### src/rtl/fscr_pkg.sv
// Package: register map, field positions, reset values and codes of the fault flag block
package fscr_pkg;
  // Register indices; the byte address on the bus is four times the index
  localparam logic [7:0] SUPPLY_FAULT_FLAGS_IDX = 8'h0e;
  localparam logic [7:0] BOOST_FAULT_FLAGS_IDX = 8'h10;
  localparam logic [7:0] SUPPLY_FAULT_EN_IDX = 8'h14;
  localparam logic [7:0] BOOST_FAULT_EN_IDX = 8'h15;
  // Reset values
  localparam logic [15:0] FLAGS_RESET = 16'h0000;
  localparam logic [7:0] EN_RESET = 8'hff;
  // Two-bit enable field codes
  localparam logic [1:0] EN_WR_ON = 2'h3;
  localparam logic [1:0] EN_WR_OFF = 2'h1;
  localparam logic [1:0] EN_RD_ON = 2'h2;
  localparam logic [1:0] EN_RD_OFF = 2'h0;
  // Bus responses
  localparam logic [1:0] RESP_OKAY = 2'h0;
  localparam logic [1:0] RESP_SLVERR = 2'h2;
  // Status bit positions, supply register; clear bit sits one below
  localparam int unsigned SUP_CHECKSUM_POS = 15;
  localparam int unsigned SUP_SYNC_POS = 13;
  localparam int unsigned SUP_PUMP_POS = 11;
  localparam int unsigned SUP_PUMP_CAP_POS = 9;
  localparam int unsigned SUP_IN_OC_POS = 7;
  localparam int unsigned SUP_LOGIC_UV_POS = 5;
  localparam int unsigned SUP_IN_OV_POS = 3;
  localparam int unsigned SUP_IN_UV_POS = 1;
  // Status bit positions, boost register
  localparam int unsigned BST_OVERHEAT_POS = 15;
  localparam int unsigned BST_ISET_SHORT_POS = 13;
  localparam int unsigned BST_STRING_RES_POS = 11;
  localparam int unsigned BST_MODE_RES_POS = 9;
  localparam int unsigned BST_FREQ_RES_POS = 7;
  localparam int unsigned BST_OC_POS = 5;
  localparam int unsigned BST_OV_HIGH_POS = 3;
  localparam int unsigned BST_OV_LOW_POS = 1;
  // Write channel states
  typedef enum logic [1:0] {
    FSCR_W_COLLECT = 2'b01,
    FSCR_W_RESP = 2'b10
  } fscr_wstate_t;
endpackage

### src/rtl/fscr_flag_bank.sv
// One bank of sticky fault flags with paired clear bits and two-bit enable fields
`timescale 1ns/10ps
`default_nettype none
module fscr_flag_bank #(
  parameter int unsigned N = 8,
  parameter logic [7:0] EN_RESET = fscr_pkg::EN_RESET
) (
  input wire logic aclk,
  input wire logic aresetn,
  input wire logic [N-1:0] fault_i,
  input wire logic flag_wr,
  input wire logic [2*N-1:0] flag_wdata,
  input wire logic [2*N-1:0] flag_wmask,
  input wire logic en_wr,
  input wire logic [2*N-1:0] en_wdata,
  input wire logic [2*N-1:0] en_wmask,
  output logic [N-1:0] flags_o,
  output logic [2*N-1:0] flag_view,
  output logic [N-1:0] en_o,
  output logic [2*N-1:0] en_view,
  output logic pend_o
);
  logic [N-1:0] flag_reg;
  logic [N-1:0] flag_next;
  logic [N-1:0] en_reg;
  logic [N-1:0] en_next;

  genvar i;
  generate
    for (i = 0; i < N; i++) begin : g_pair
      logic clear_hit;
      logic [1:0] code;
      // (RL2) both bits in one write
      // (RL9) half pair leaves flag alone
      always_comb begin
        clear_hit = flag_wr && (&flag_wmask[2*i+1 -: 2]) && (&flag_wdata[2*i+1 -: 2]);
        code = en_wdata[2*i+1 -: 2];
        // (RL1) detection sets flag, set beats clear
        flag_next[i] = fault_i[i] | (flag_reg[i] & ~clear_hit);
        en_next[i] = en_reg[i];
        // (RL8) enable write encoding
        if (en_wr && (&en_wmask[2*i+1 -: 2])) begin
          if (code == fscr_pkg::EN_WR_ON) begin
            en_next[i] = 1'b1;
          end else if (code == fscr_pkg::EN_WR_OFF) begin
            en_next[i] = 1'b0;
          end
        end
      end
      // Clear bits always read back as zero
      assign flag_view[2*i+1 -: 2] = {flag_reg[i], 1'b0};
      assign en_view[2*i+1 -: 2] = en_reg[i] ? fscr_pkg::EN_RD_ON : fscr_pkg::EN_RD_OFF;
    end
  endgenerate

  // (RL3) flags reset to zero
  always_ff @(posedge aclk) begin
    if (!aresetn) begin
      flag_reg <= fscr_pkg::FLAGS_RESET[N-1:0];
      en_reg <= EN_RESET[N-1:0];
    end else begin
      flag_reg <= flag_next;
      en_reg <= en_next;
    end
  end

  assign flags_o = flag_reg;
  assign en_o = en_reg;
  assign pend_o = |(flag_reg & en_reg);
endmodule
`default_nettype wire

### src/rtl/fscr_top.sv
// Fault status and clear registers with an AXI4-Lite slave and an interrupt output
`timescale 1ns/10ps
`default_nettype none
// Summary of operation
// (RL1) Flag reads 1 once its fault detected
// (RL2) Writing status and clear both 1 clears
// (RL3) Supply flags at 0Eh, reset to zero
// (RL4) Supply upper byte: checksum, sync, pump, cap
// (RL5) Supply lower byte: overcurrent, logic/input voltage
// (RL6) Boost flags at 10h, odd status bits
// (RL7) Boost pairs: heat, resistors, overcurrent, overvoltage
// (RL8) Enable fields read 2h/0h, write 3h/1h
// (RL9) Flags stick; half-pair writes change nothing
module fscr_top #(
  parameter logic [7:0] SUP_EN_RESET = fscr_pkg::EN_RESET,
  parameter logic [7:0] BST_EN_RESET = fscr_pkg::EN_RESET
) (
  input wire logic aclk,
  input wire logic aresetn,
  input wire logic [7:0] s_axi_awaddr,
  input wire logic s_axi_awvalid,
  output logic s_axi_awready,
  input wire logic [31:0] s_axi_wdata,
  input wire logic [3:0] s_axi_wstrb,
  input wire logic s_axi_wvalid,
  output logic s_axi_wready,
  output logic [1:0] s_axi_bresp,
  output logic s_axi_bvalid,
  input wire logic s_axi_bready,
  input wire logic [7:0] s_axi_araddr,
  input wire logic s_axi_arvalid,
  output logic s_axi_arready,
  output logic [31:0] s_axi_rdata,
  output logic [1:0] s_axi_rresp,
  output logic s_axi_rvalid,
  input wire logic s_axi_rready,
  input wire logic checksum_error_in,
  input wire logic sync_missing_in,
  input wire logic pump_fault_in,
  input wire logic pump_cap_missing_in,
  input wire logic input_overcurrent_in,
  input wire logic logic_undervolt_in,
  input wire logic input_overvolt_in,
  input wire logic input_undervolt_in,
  input wire logic overheat_in,
  input wire logic current_resistor_short_in,
  input wire logic string_resistor_missing_in,
  input wire logic mode_resistor_missing_in,
  input wire logic freq_resistor_missing_in,
  input wire logic boost_overcurrent_in,
  input wire logic boost_overvolt_high_in,
  input wire logic boost_overvolt_low_in,
  output logic irq
);
  fscr_pkg::fscr_wstate_t wstate_reg, wstate_next;
  logic aw_held_reg, aw_held_next;
  logic awready_reg, awready_next;
  logic wready_reg, wready_next;
  logic arready_reg, arready_next;
  logic w_held_reg, w_held_next;
  logic [5:0] waddr_reg, waddr_next;
  logic [15:0] wdata_reg, wdata_next;
  logic [1:0] wstrb_reg, wstrb_next;
  logic bvalid_reg, bvalid_next;
  logic [1:0] bresp_reg, bresp_next;
  logic rvalid_reg, rvalid_next;
  logic [31:0] rdata_reg, rdata_next;
  logic [1:0] rresp_reg, rresp_next;
  logic irq_reg, irq_next;
  logic wr_commit;
  logic [15:0] wmask;
  logic [7:0] sup_fault, bst_fault;
  logic [7:0] sup_flags, bst_flags, sup_en, bst_en;
  logic [15:0] sup_view, bst_view, sup_en_view, bst_en_view;
  logic sup_pend, bst_pend;

  // (RL4) (RL5) supply pairs by status position
  // (RL7) boost pairs by status position
  always_comb begin
    sup_fault = 8'h00;
    bst_fault = 8'h00;
    sup_fault[fscr_pkg::SUP_CHECKSUM_POS / 2] = checksum_error_in;
    sup_fault[fscr_pkg::SUP_SYNC_POS / 2] = sync_missing_in;
    sup_fault[fscr_pkg::SUP_PUMP_POS / 2] = pump_fault_in;
    sup_fault[fscr_pkg::SUP_PUMP_CAP_POS / 2] = pump_cap_missing_in;
    sup_fault[fscr_pkg::SUP_IN_OC_POS / 2] = input_overcurrent_in;
    sup_fault[fscr_pkg::SUP_LOGIC_UV_POS / 2] = logic_undervolt_in;
    sup_fault[fscr_pkg::SUP_IN_OV_POS / 2] = input_overvolt_in;
    sup_fault[fscr_pkg::SUP_IN_UV_POS / 2] = input_undervolt_in;
    bst_fault[fscr_pkg::BST_OVERHEAT_POS / 2] = overheat_in;
    bst_fault[fscr_pkg::BST_ISET_SHORT_POS / 2] = current_resistor_short_in;
    bst_fault[fscr_pkg::BST_STRING_RES_POS / 2] = string_resistor_missing_in;
    bst_fault[fscr_pkg::BST_MODE_RES_POS / 2] = mode_resistor_missing_in;
    bst_fault[fscr_pkg::BST_FREQ_RES_POS / 2] = freq_resistor_missing_in;
    bst_fault[fscr_pkg::BST_OC_POS / 2] = boost_overcurrent_in;
    bst_fault[fscr_pkg::BST_OV_HIGH_POS / 2] = boost_overvolt_high_in;
    bst_fault[fscr_pkg::BST_OV_LOW_POS / 2] = boost_overvolt_low_in;
  end

  // Byte strobes gate whole lanes; upper lanes have no storage
  assign wmask = {{8{wstrb_reg[1]}}, {8{wstrb_reg[0]}}};
  assign wr_commit = (wstate_reg == fscr_pkg::FSCR_W_COLLECT) && aw_held_reg && w_held_reg;

  // (RL3) (RL6) two banks, flags reset to zero
  fscr_flag_bank #(.N(8), .EN_RESET(SUP_EN_RESET)) u_supply (
    .aclk(aclk),
    .aresetn(aresetn),
    .fault_i(sup_fault),
    .flag_wr(wr_commit && waddr_reg == fscr_pkg::SUPPLY_FAULT_FLAGS_IDX[5:0]),
    .flag_wdata(wdata_reg),
    .flag_wmask(wmask),
    .en_wr(wr_commit && waddr_reg == fscr_pkg::SUPPLY_FAULT_EN_IDX[5:0]),
    .en_wdata(wdata_reg),
    .en_wmask(wmask),
    .flags_o(sup_flags),
    .flag_view(sup_view),
    .en_o(sup_en),
    .en_view(sup_en_view),
    .pend_o(sup_pend)
  );

  fscr_flag_bank #(.N(8), .EN_RESET(BST_EN_RESET)) u_boost (
    .aclk(aclk),
    .aresetn(aresetn),
    .fault_i(bst_fault),
    .flag_wr(wr_commit && waddr_reg == fscr_pkg::BOOST_FAULT_FLAGS_IDX[5:0]),
    .flag_wdata(wdata_reg),
    .flag_wmask(wmask),
    .en_wr(wr_commit && waddr_reg == fscr_pkg::BOOST_FAULT_EN_IDX[5:0]),
    .en_wdata(wdata_reg),
    .en_wmask(wmask),
    .flags_o(bst_flags),
    .flag_view(bst_view),
    .en_o(bst_en),
    .en_view(bst_en_view),
    .pend_o(bst_pend)
  );

  // Write channel: address and data captured in either order, one write in flight
  always_comb begin
    wstate_next = wstate_reg;
    aw_held_next = aw_held_reg;
    w_held_next = w_held_reg;
    waddr_next = waddr_reg;
    wdata_next = wdata_reg;
    wstrb_next = wstrb_reg;
    bvalid_next = bvalid_reg;
    bresp_next = bresp_reg;
    case (wstate_reg)
      fscr_pkg::FSCR_W_COLLECT: begin
        if (s_axi_awvalid && !aw_held_reg) begin
          aw_held_next = 1'b1;
          waddr_next = s_axi_awaddr[7:2];
        end
        if (s_axi_wvalid && !w_held_reg) begin
          w_held_next = 1'b1;
          wdata_next = s_axi_wdata[15:0];
          wstrb_next = s_axi_wstrb[1:0];
        end
        if (wr_commit) begin
          aw_held_next = 1'b0;
          w_held_next = 1'b0;
          bvalid_next = 1'b1;
          bresp_next = fscr_pkg::RESP_SLVERR;
          if (waddr_reg == fscr_pkg::SUPPLY_FAULT_FLAGS_IDX[5:0] ||
              waddr_reg == fscr_pkg::BOOST_FAULT_FLAGS_IDX[5:0] ||
              waddr_reg == fscr_pkg::SUPPLY_FAULT_EN_IDX[5:0] ||
              waddr_reg == fscr_pkg::BOOST_FAULT_EN_IDX[5:0]) begin
            bresp_next = fscr_pkg::RESP_OKAY;
          end
          wstate_next = fscr_pkg::FSCR_W_RESP;
        end
      end
      fscr_pkg::FSCR_W_RESP: begin
        if (s_axi_bready) begin
          bvalid_next = 1'b0;
          wstate_next = fscr_pkg::FSCR_W_COLLECT;
        end
      end
      default: begin
        wstate_next = fscr_pkg::FSCR_W_COLLECT;
        bvalid_next = 1'b0;
      end
    endcase
    // Readies come from registers so that no bus output is combinational
    awready_next = (wstate_next == fscr_pkg::FSCR_W_COLLECT) && !aw_held_next;
    wready_next = (wstate_next == fscr_pkg::FSCR_W_COLLECT) && !w_held_next;
  end

  // Read channel: one-cycle answer, reads have no side effect on flags
  always_comb begin
    rvalid_next = rvalid_reg;
    rdata_next = rdata_reg;
    rresp_next = rresp_reg;
    if (rvalid_reg && s_axi_rready) begin
      rvalid_next = 1'b0;
    end
    if (s_axi_arvalid && !rvalid_reg) begin
      rvalid_next = 1'b1;
      rresp_next = fscr_pkg::RESP_OKAY;
      case (s_axi_araddr[7:2])
        fscr_pkg::SUPPLY_FAULT_FLAGS_IDX[5:0]: rdata_next = {16'h0000, sup_view};
        fscr_pkg::BOOST_FAULT_FLAGS_IDX[5:0]: rdata_next = {16'h0000, bst_view};
        fscr_pkg::SUPPLY_FAULT_EN_IDX[5:0]: rdata_next = {16'h0000, sup_en_view};
        fscr_pkg::BOOST_FAULT_EN_IDX[5:0]: rdata_next = {16'h0000, bst_en_view};
        default: begin
          rdata_next = 32'h0000_0000;
          rresp_next = fscr_pkg::RESP_SLVERR;
        end
      endcase
    end
    arready_next = !rvalid_next;
  end

  // (RL2) pin follows enabled pending flags
  always_comb begin
    irq_next = sup_pend | bst_pend;
  end

  // Register stage for all bus and interrupt state
  always_ff @(posedge aclk) begin
    if (!aresetn) begin
      wstate_reg <= fscr_pkg::FSCR_W_COLLECT;
      aw_held_reg <= 1'b0;
      awready_reg <= 1'b1;
      wready_reg <= 1'b1;
      arready_reg <= 1'b1;
      w_held_reg <= 1'b0;
      waddr_reg <= 6'h00;
      wdata_reg <= 16'h0000;
      wstrb_reg <= 2'h0;
      bvalid_reg <= 1'b0;
      bresp_reg <= 2'h0;
      rvalid_reg <= 1'b0;
      rdata_reg <= 32'h0000_0000;
      rresp_reg <= 2'h0;
      irq_reg <= 1'b0;
    end else begin
      wstate_reg <= wstate_next;
      aw_held_reg <= aw_held_next;
      awready_reg <= awready_next;
      wready_reg <= wready_next;
      arready_reg <= arready_next;
      w_held_reg <= w_held_next;
      waddr_reg <= waddr_next;
      wdata_reg <= wdata_next;
      wstrb_reg <= wstrb_next;
      bvalid_reg <= bvalid_next;
      bresp_reg <= bresp_next;
      rvalid_reg <= rvalid_next;
      rdata_reg <= rdata_next;
      rresp_reg <= rresp_next;
      irq_reg <= irq_next;
    end
  end

  // Every bus output comes straight from its register
  assign s_axi_awready = awready_reg;
  assign s_axi_wready = wready_reg;
  assign s_axi_bvalid = bvalid_reg;
  assign s_axi_bresp = bresp_reg;
  assign s_axi_arready = arready_reg;
  assign s_axi_rvalid = rvalid_reg;
  assign s_axi_rdata = rdata_reg;
  assign s_axi_rresp = rresp_reg;
  assign irq = irq_reg;

  logic sup_wr;
  assign sup_wr = wr_commit && waddr_reg == fscr_pkg::SUPPLY_FAULT_FLAGS_IDX[5:0];
endmodule
`default_nettype wire

### config.mk
export PLATFORM = sky130hd
export DESIGN_NAME = fscr_top
export DESIGN_NICKNAME = d
export VERILOG_FILES = /design/src/rtl/fscr_pkg.sv /design/src/rtl/fscr_flag_bank.sv /design/src/rtl/fscr_top.sv
export SDC_FILE = /design/constraint.sdc
export NUM_CORES = 1
export LEC_CHECK = 0
export BUFFER_PORTS_ARGS = -buffer_cell sky130_fd_sc_hd__buf_2
export CAP_MARGIN = 40
export CORE_MARGIN = 2
export CORE_UTILIZATION = 46
export DETAILED_ROUTE_END_ITERATION = 10
export PLACE_DENSITY = 0.73
export SLEW_MARGIN = 20
export SYNTH_ARGS = -nofsm -noshare
export SYNTH_HDL_FRONTEND = slang
export SYNTH_SLANG_ARGS = --single-unit
### constraint.sdc
create_clock -name aclk -period 1.75 [get_ports aclk]
set_clock_uncertainty 0.2 [all_clocks]
set_input_delay 0.2625 -clock aclk [delete_from_list [all_inputs] [get_ports aclk]]
set_output_delay 0.2625 -clock aclk [all_outputs]
set_load 0.03 [all_outputs]
# Word-level counts from Yosys, hierarchy flattened
# Index checks and enable logic that the tools add are counted.
# word_totals
ff_bits,102
in_bits,75
out_inout_bits,42
elab_cells,246
# classes
eq_ne,29
n_mux,49
n_bitwise,51
n_reduce_logical,84
# ops
cell,n
$pmux 16 s4,1
$reduce_and 2->1,28
$mux 2,20
$eq 6x5->1 const B,6
$logic_and 1x1->1,36
$mux 1,26
$eq 2x1->1 const B,10
$eq 2x2->1 const B,9
$or 1x1->1,17
$and 1x1->1,16
$and 8x8->8,2
$not 1->1,16
$reduce_bool 2->1,8
$reduce_or 8->1,2
$eq 6x4->1 const B,2
$logic_not 1->1,6
$ne 2x2->1 const B,2
$pmux 2 s2,1
$reduce_or 4->1,1
$logic_or 1x1->1,3
$pmux 1 s2,1

# Logic depth before layout (Yosys ltp)
# logic_depth
ltp_word,9
depth_mapped,8
ltp_nobuf,6

# Cells and area by module
# From an unflattened synthesis, not the netlist that was laid out.
# unflattened
cells_unflattened,541
hier_area_um2,4750.8
# modules_own_cells
mod,instances,cells_each,area_each_um2,seq_area_each_um2
fscr_top,1,313,2663.8,1041.0
fscr_flag_bank,2,114,1043.5,320.3

# Least setup slack after synthesis
# OpenSTA, ideal clock, no wires.
# synth_path
path_type,reg2reg
start,reg wstate_reg[1]
end,reg wdata_reg[10]
setup_ns,0.076
arrival_time_ns,1.454
t_required_ns,1.474
slack_ns,0.020
path_stages_with_launch,8
synth_period_minus_slack_ns,1.730
cell_sequence,dfxtp_1 > inv_1 > ha_1 > buf_2 > nand3b_1 > clkbuf_1 > nand2_1 > a21boi_0
# synth_via
elab_chain_len,2
# synth_rtl
element,line_no,text
from (decl),fscr_top.sv:55,"fscr_pkg::fscr_wstate_t wstate_reg, wstate_next;"
from (signal assigned),fscr_top.sv:223,wstate_reg <= fscr_pkg::FSCR_W_COLLECT;
from (signal assigned),fscr_top.sv:239,wstate_reg <= wstate_next;
$eq 2x1->1,fscr_top.sv:149,case (wstate_reg)
$reduce_and 2->1 (no source line),n/a,
to (signal assigned),fscr_top.sv:246,wdata_reg <= wdata_next;
to (decl),fscr_top.sv:62,"logic [15:0] wdata_reg, wdata_next;"
# No other way between the ends.
# A chain may end at the register's enable or synchronous reset.

# Worst setup path in the final report
# layout_path
start,reg wstate_reg[1]
end,"reg u_supply.en_reg[7], in the netlist u_supply.en_o[7]"
# layout_via
elab_chain_len,6
# layout_rtl
element,line_no,text
$eq 2x1->1,fscr_top.sv:102,assign wr_commit = (wstate_reg == fscr_pkg::FSCR_W_COLLECT) && aw_held_reg && w_held_reg;
$logic_and 1x1->1 (2 in a row),fscr_top.sv:102,
$logic_and 1x1->1,fscr_top.sv:112,".en_wr(wr_commit && waddr_reg == fscr_pkg::SUPPLY_FAULT_EN_IDX[5:0]),"
$logic_and 1x1->1,fscr_flag_bank.sv:42,if (en_wr && (&en_wmask[2*i+1 -: 2])) begin
$reduce_and 2->1 (no source line),n/a,
to (signal assigned),fscr_flag_bank.sv:60,en_reg <= EN_RESET[N-1:0];
to (signal assigned),fscr_flag_bank.sv:63,en_reg <= en_next;
to (decl),fscr_flag_bank.sv:25,logic [N-1:0] en_reg;
# No other way between the ends.

==> results.py <==
metrics = {
    "timing": {
        "setup-tns-final_ps": 0,
        "timing.final.hold_violations": 0,
        "worst_hold_slack_ps": 5.377,
        "achievable-frequency_mhz": 592.1,
        "setup_viol": 0,
        "post-route-period-util_pct": 96.51,
        "timing.final.crit_period_ps": 1689,
        "final_max_slew_viol_count": 0,
        "rsz0062_at_grt": "yes",
    },
    "placement": {
        "dp_hpwl_microns": 6418,
        "buffer_ports.inserted": 68,
        "place_congestion": 0.8497,
    },
    "routing": {
        "drt-pass1-iter-count": 4,
        "vias": 3229,
        "first_iter_violations": 126,
        "drcViolationCount": 0,
        "viasPerCell": 5.150,
        "wl_per_cell_microns": 13.78,
        "routed_wl_microns": 8642,
        "drt.antenna.violating_nets": 0,
    },
    "setup_path": {
        "regToRegEndpoint": "u_supply.en_o[7]$_SDFFE_PN1P_",
        "cp-startpoint": "wstate_reg[1]$_SDFF_PN0_",
        "cp.required_ps": 1780,
        "critical_path_depth": 7,
        "critical-path-max-stage-delay_ps": 340,
        "crit_type": "reg2reg",
        "timing.critical_path.slowest_stage_cell": "dfxtp_1",
        "largest_fanout_on_the_critical_path": 5,
        "worst_r2r_path_depth": 7,
        "buffers_and_inverters_on_the_worst_path": 2,
        "setup.worst_path.end": "u_supply.en_o[7]$_SDFFE_PN1P_",
        "crit_path_end_kind": "flip-flop",
        "crit_arrival_ps": 1720,
        "timing.critical_path.max_delay_family": "simple AND/OR/NAND/NOR gates",
        "critical_path.startpoint_type": "flip-flop",
        "cells_along_the_critical_path": "inv_1, ha_1, and4_1, and4_2, buf_4, nand3_1, nand3b_1",
        "reg2reg_setup_slack_ps": 60,
        "startpoint_of_the_worst_slack_reg_to_reg_timing_path": "wstate_reg[1]$_SDFF_PN0_",
    },
    "floorplanning": {
        "boundaryPins": 117,
        "placementRows": 32,
        "die_width_microns": 91.80,
        "dieHeight_microns": 91.80,
        "floorplan.die_area_sq_mm": 0.008426,
        "coreArea_sq_mm": 0.007607,
        "initial_utilization_pct": 46.61,
    },
    "clocking": {
        "clkSinkCount": 76,
        "tritoncts_buffer_count": 9,
        "postCtsSetupRepairBufs": 0,
        "clock_tree.htree_level_count": 3,
        "tritoncts": "done",
        "worstSkewPairLatency_ps": 350,
        "cts-root-buf": "clkbuf_8",
        "ctsLongestPathBuffers": 2,
        "clk_transition_reported_paths_ps": 80,
    },
    "finish": {
        "area_added_between_synthesis_and_finish_pct": 26.96,
        "nFillCells": 682,
        "final_core_utilization_pct": 59.18,
        "post_route_cells_drive_above_1_share_pct": 21.14,
        "largest_reg_flops": 16,
        "finalNetCount": 597,
        "antenna_cells": 0,
    },
    "yosys": {
        "yosys_warnings": 0,
        "sequential_area_share_after_synthesis_pct": 42.91,
        "synth_seq_cells": 76,
        "synthDistinctLibCells": 41,
        "synthesis.instances": 411,
        "netlist_area_sq_mm": 0.003546,
        "mean_syn_cell_area_sq_um": 8.627,
    },
    "status": {
        "result_of_the_run": "completed",
    },
    "run": {
        "maxCapViolations": 0,
    },
    "global_route": {
        "aggregate_global_routing_overflow": 0,
        "largest_net_degree_at_the_start_of_global_routing": 21,
        "number_of_global_route_vias_before_repair": 3125,
        "global_route_wire_length_before_repair_microns": 14370,
        "grt.total_usage_pct": 21.33,
        "grt_antenna_before_repair": 0,
    },
    "power_and_ir_drop": {
        "maximum_ir_drop_on_the_vdd_rail_v": 0.0004422,
        "cellPowerDensity_mw_per_mm2": 960.6,
        "report.power.total_uw": 4324,
        "power.static_leakage_uw": 0.001932,
    },
    "worst_hold_path": {
        "hold_path.class": "in2reg",
    },
}
==> placed cells by master (no fill, tap or decap), types with 2 or more instances in the layout <==
cell and count:
nor2_1 15, dfxtp_1 76, a21oi_1 20, buf_4 19, nor2b_1 9, nand3_1 14, and4_1 2, ha_1 2
nand2_1 72, nand4_1 9, nand3b_1 9, mux2i_1 22, clkbuf_8 9, nand2b_1 2, a221oi_1 10, nor3_1 16
o21ai_1 8, inv_1 4, clkbuf_1 5, a21boi_0 27, dlygate4sd3_1 29, buf_12 3, buf_2 68, a22oi_1 5
o21ai_0 20, conb_1 26, a22o_1 2, and4_2 2
==> what timing repair did <==
action,in CTS,in global routing
hold endpoints to repair,27,2
endpoints found under the setup margin,0,11
hold buffers,27,2
resized for setup,0,6
==> final cells by class <==
cell class / instances / area [sq um] / area share, %
multi-input cells: 310 / 1827 / 40.58
inverters: 4 / 15.01 / 0.3335
flip-flops and latches: 76 / 1521 / 33.80
repair buffers: 119 / 833.3 / 18.51
clock buffers: 14 / 142.6 / 3.168
well taps: 102 / 127.6 / 2.835
clock inverters: 2 / 35.03 / 0.7782
==> where the power goes <==
| group | total, uW | internal (uW) | switching (uW) |
|---|---|---|---|
| clock network | 1270 | 661 | 609 |
| logic | 1010 | 442 | 567 |
| registers | 2050 | 1900 | 150 |
| total | 4320 | 3000 | 1330 |
==> worst min-delay path: stages <==
cell and delay, ps:
buf_2 80, mux2i_1 60, nor2b_1 110
==> logic make-up (layout without fill, tap and decap cells) <==
logic type	count (synthesis)	in the layout	share of synthesized area (%)
AOI/OAI and AO/OA	100	100	19.02
DFF	76	76	42.91
buffers and inverters	50	139	8.609
adders and majority gates	2	2	0.7056
muxes	22	22	6.210
other	1	26	0.1058
and+or+nand+nor	160	160	22.44
==> worst min path at each step <==
stage / from / end / slack, ps / cells past startpoint
final: s_axi_awaddr[5] / waddr_reg[3]$_SDFFE_PN0P_ / 5 / 3
after global routing: pump_cap_missing_in / u_supply.flags_o[4]$_SDFF_PN0_ / 5 / 3
after CTS: s_axi_wdata[4] / wdata_reg[4]$_SDFFE_PN0P_ / 0.2 / 3
after detailed placement: s_axi_rdata[11]$_SDFFE_PN0P_ / s_axi_rdata[11]$_SDFFE_PN0P_ / 240 / 2
after global placement: s_axi_rdata[7]$_SDFFE_PN0P_ / s_axi_rdata[7]$_SDFFE_PN0P_ / 240 / 2
after floorplan: s_axi_wdata[10] / wdata_reg[10]$_SDFFE_PN0P_ / 210 / 2
==> synth_stat cells <==
cell type | n | area share [%]
nand3_1 | 14 | 2.0
nor2b_1 | 10 | 1.8
a21oi_4 | 1 | 0.46
nor3_1 | 16 | 2.3
and3_1 | 1 | 0.18
o221a_2 | 1 | 0.32
a21boi_0 | 27 | 5.7
o21ai_0 | 20 | 2.8
a221oi_1 | 10 | 2.5
nor3b_1 | 1 | 0.21
buf_2 | 7 | 0.99
inv_1 | 4 | 0.42
clkbuf_1 | 9 | 0.95
o21bai_1 | 1 | 0.21
buf_4 | 27 | 5.7
o211ai_4 | 1 | 0.60
and4_1 | 4 | 0.99
a22oi_1 | 5 | 1.1
ha_1 | 2 | 0.71
nor4_4 | 1 | 0.60
nand2b_1 | 2 | 0.35
nand4_1 | 9 | 1.6
dfxtp_1 | 76 | 43
a21o_1 | 1 | 0.21
or4b_1 | 1 | 0.28
conb_1 | 1 | 0.11
o211ai_1 | 1 | 0.21
a21oi_1 | 20 | 2.8
nand3b_1 | 9 | 1.9
nand2_1 | 72 | 7.6
o21ai_1 | 8 | 1.1
o21a_1 | 1 | 0.21
mux2i_1 | 22 | 6.2
buf_6 | 1 | 0.32
and3b_1 | 2 | 0.49
and2b_1 | 1 | 0.21
o211a_1 | 1 | 0.28
nor2_4 | 1 | 0.32
nor2_1 | 16 | 1.7
buf_1 | 2 | 0.21
a22o_1 | 2 | 0.49
==> through the flow <==
stage          cells  instance area, sq um  setup WS (ps)
2_1_floorplan    436                  3640          20.12
3_3_place_gp     582                  4020         -15.50
3_5_place_dp     582                  4020         -64.97
4_1_cts          625                  4468          62.88
5_1_grt          627                  4502         -33.55
6_report         627                  4502          61.04
==> per-layer routing <==
layer,global-route usage [%],up-vias,wire (microns)
met1,26.65,1492,3994
met4,10.57,0,228
met3,3.451,19,364
li1,-,1617,-
met5,0,-,0
met2,35.66,101,4054
Power figures use the tool's default switching activity.
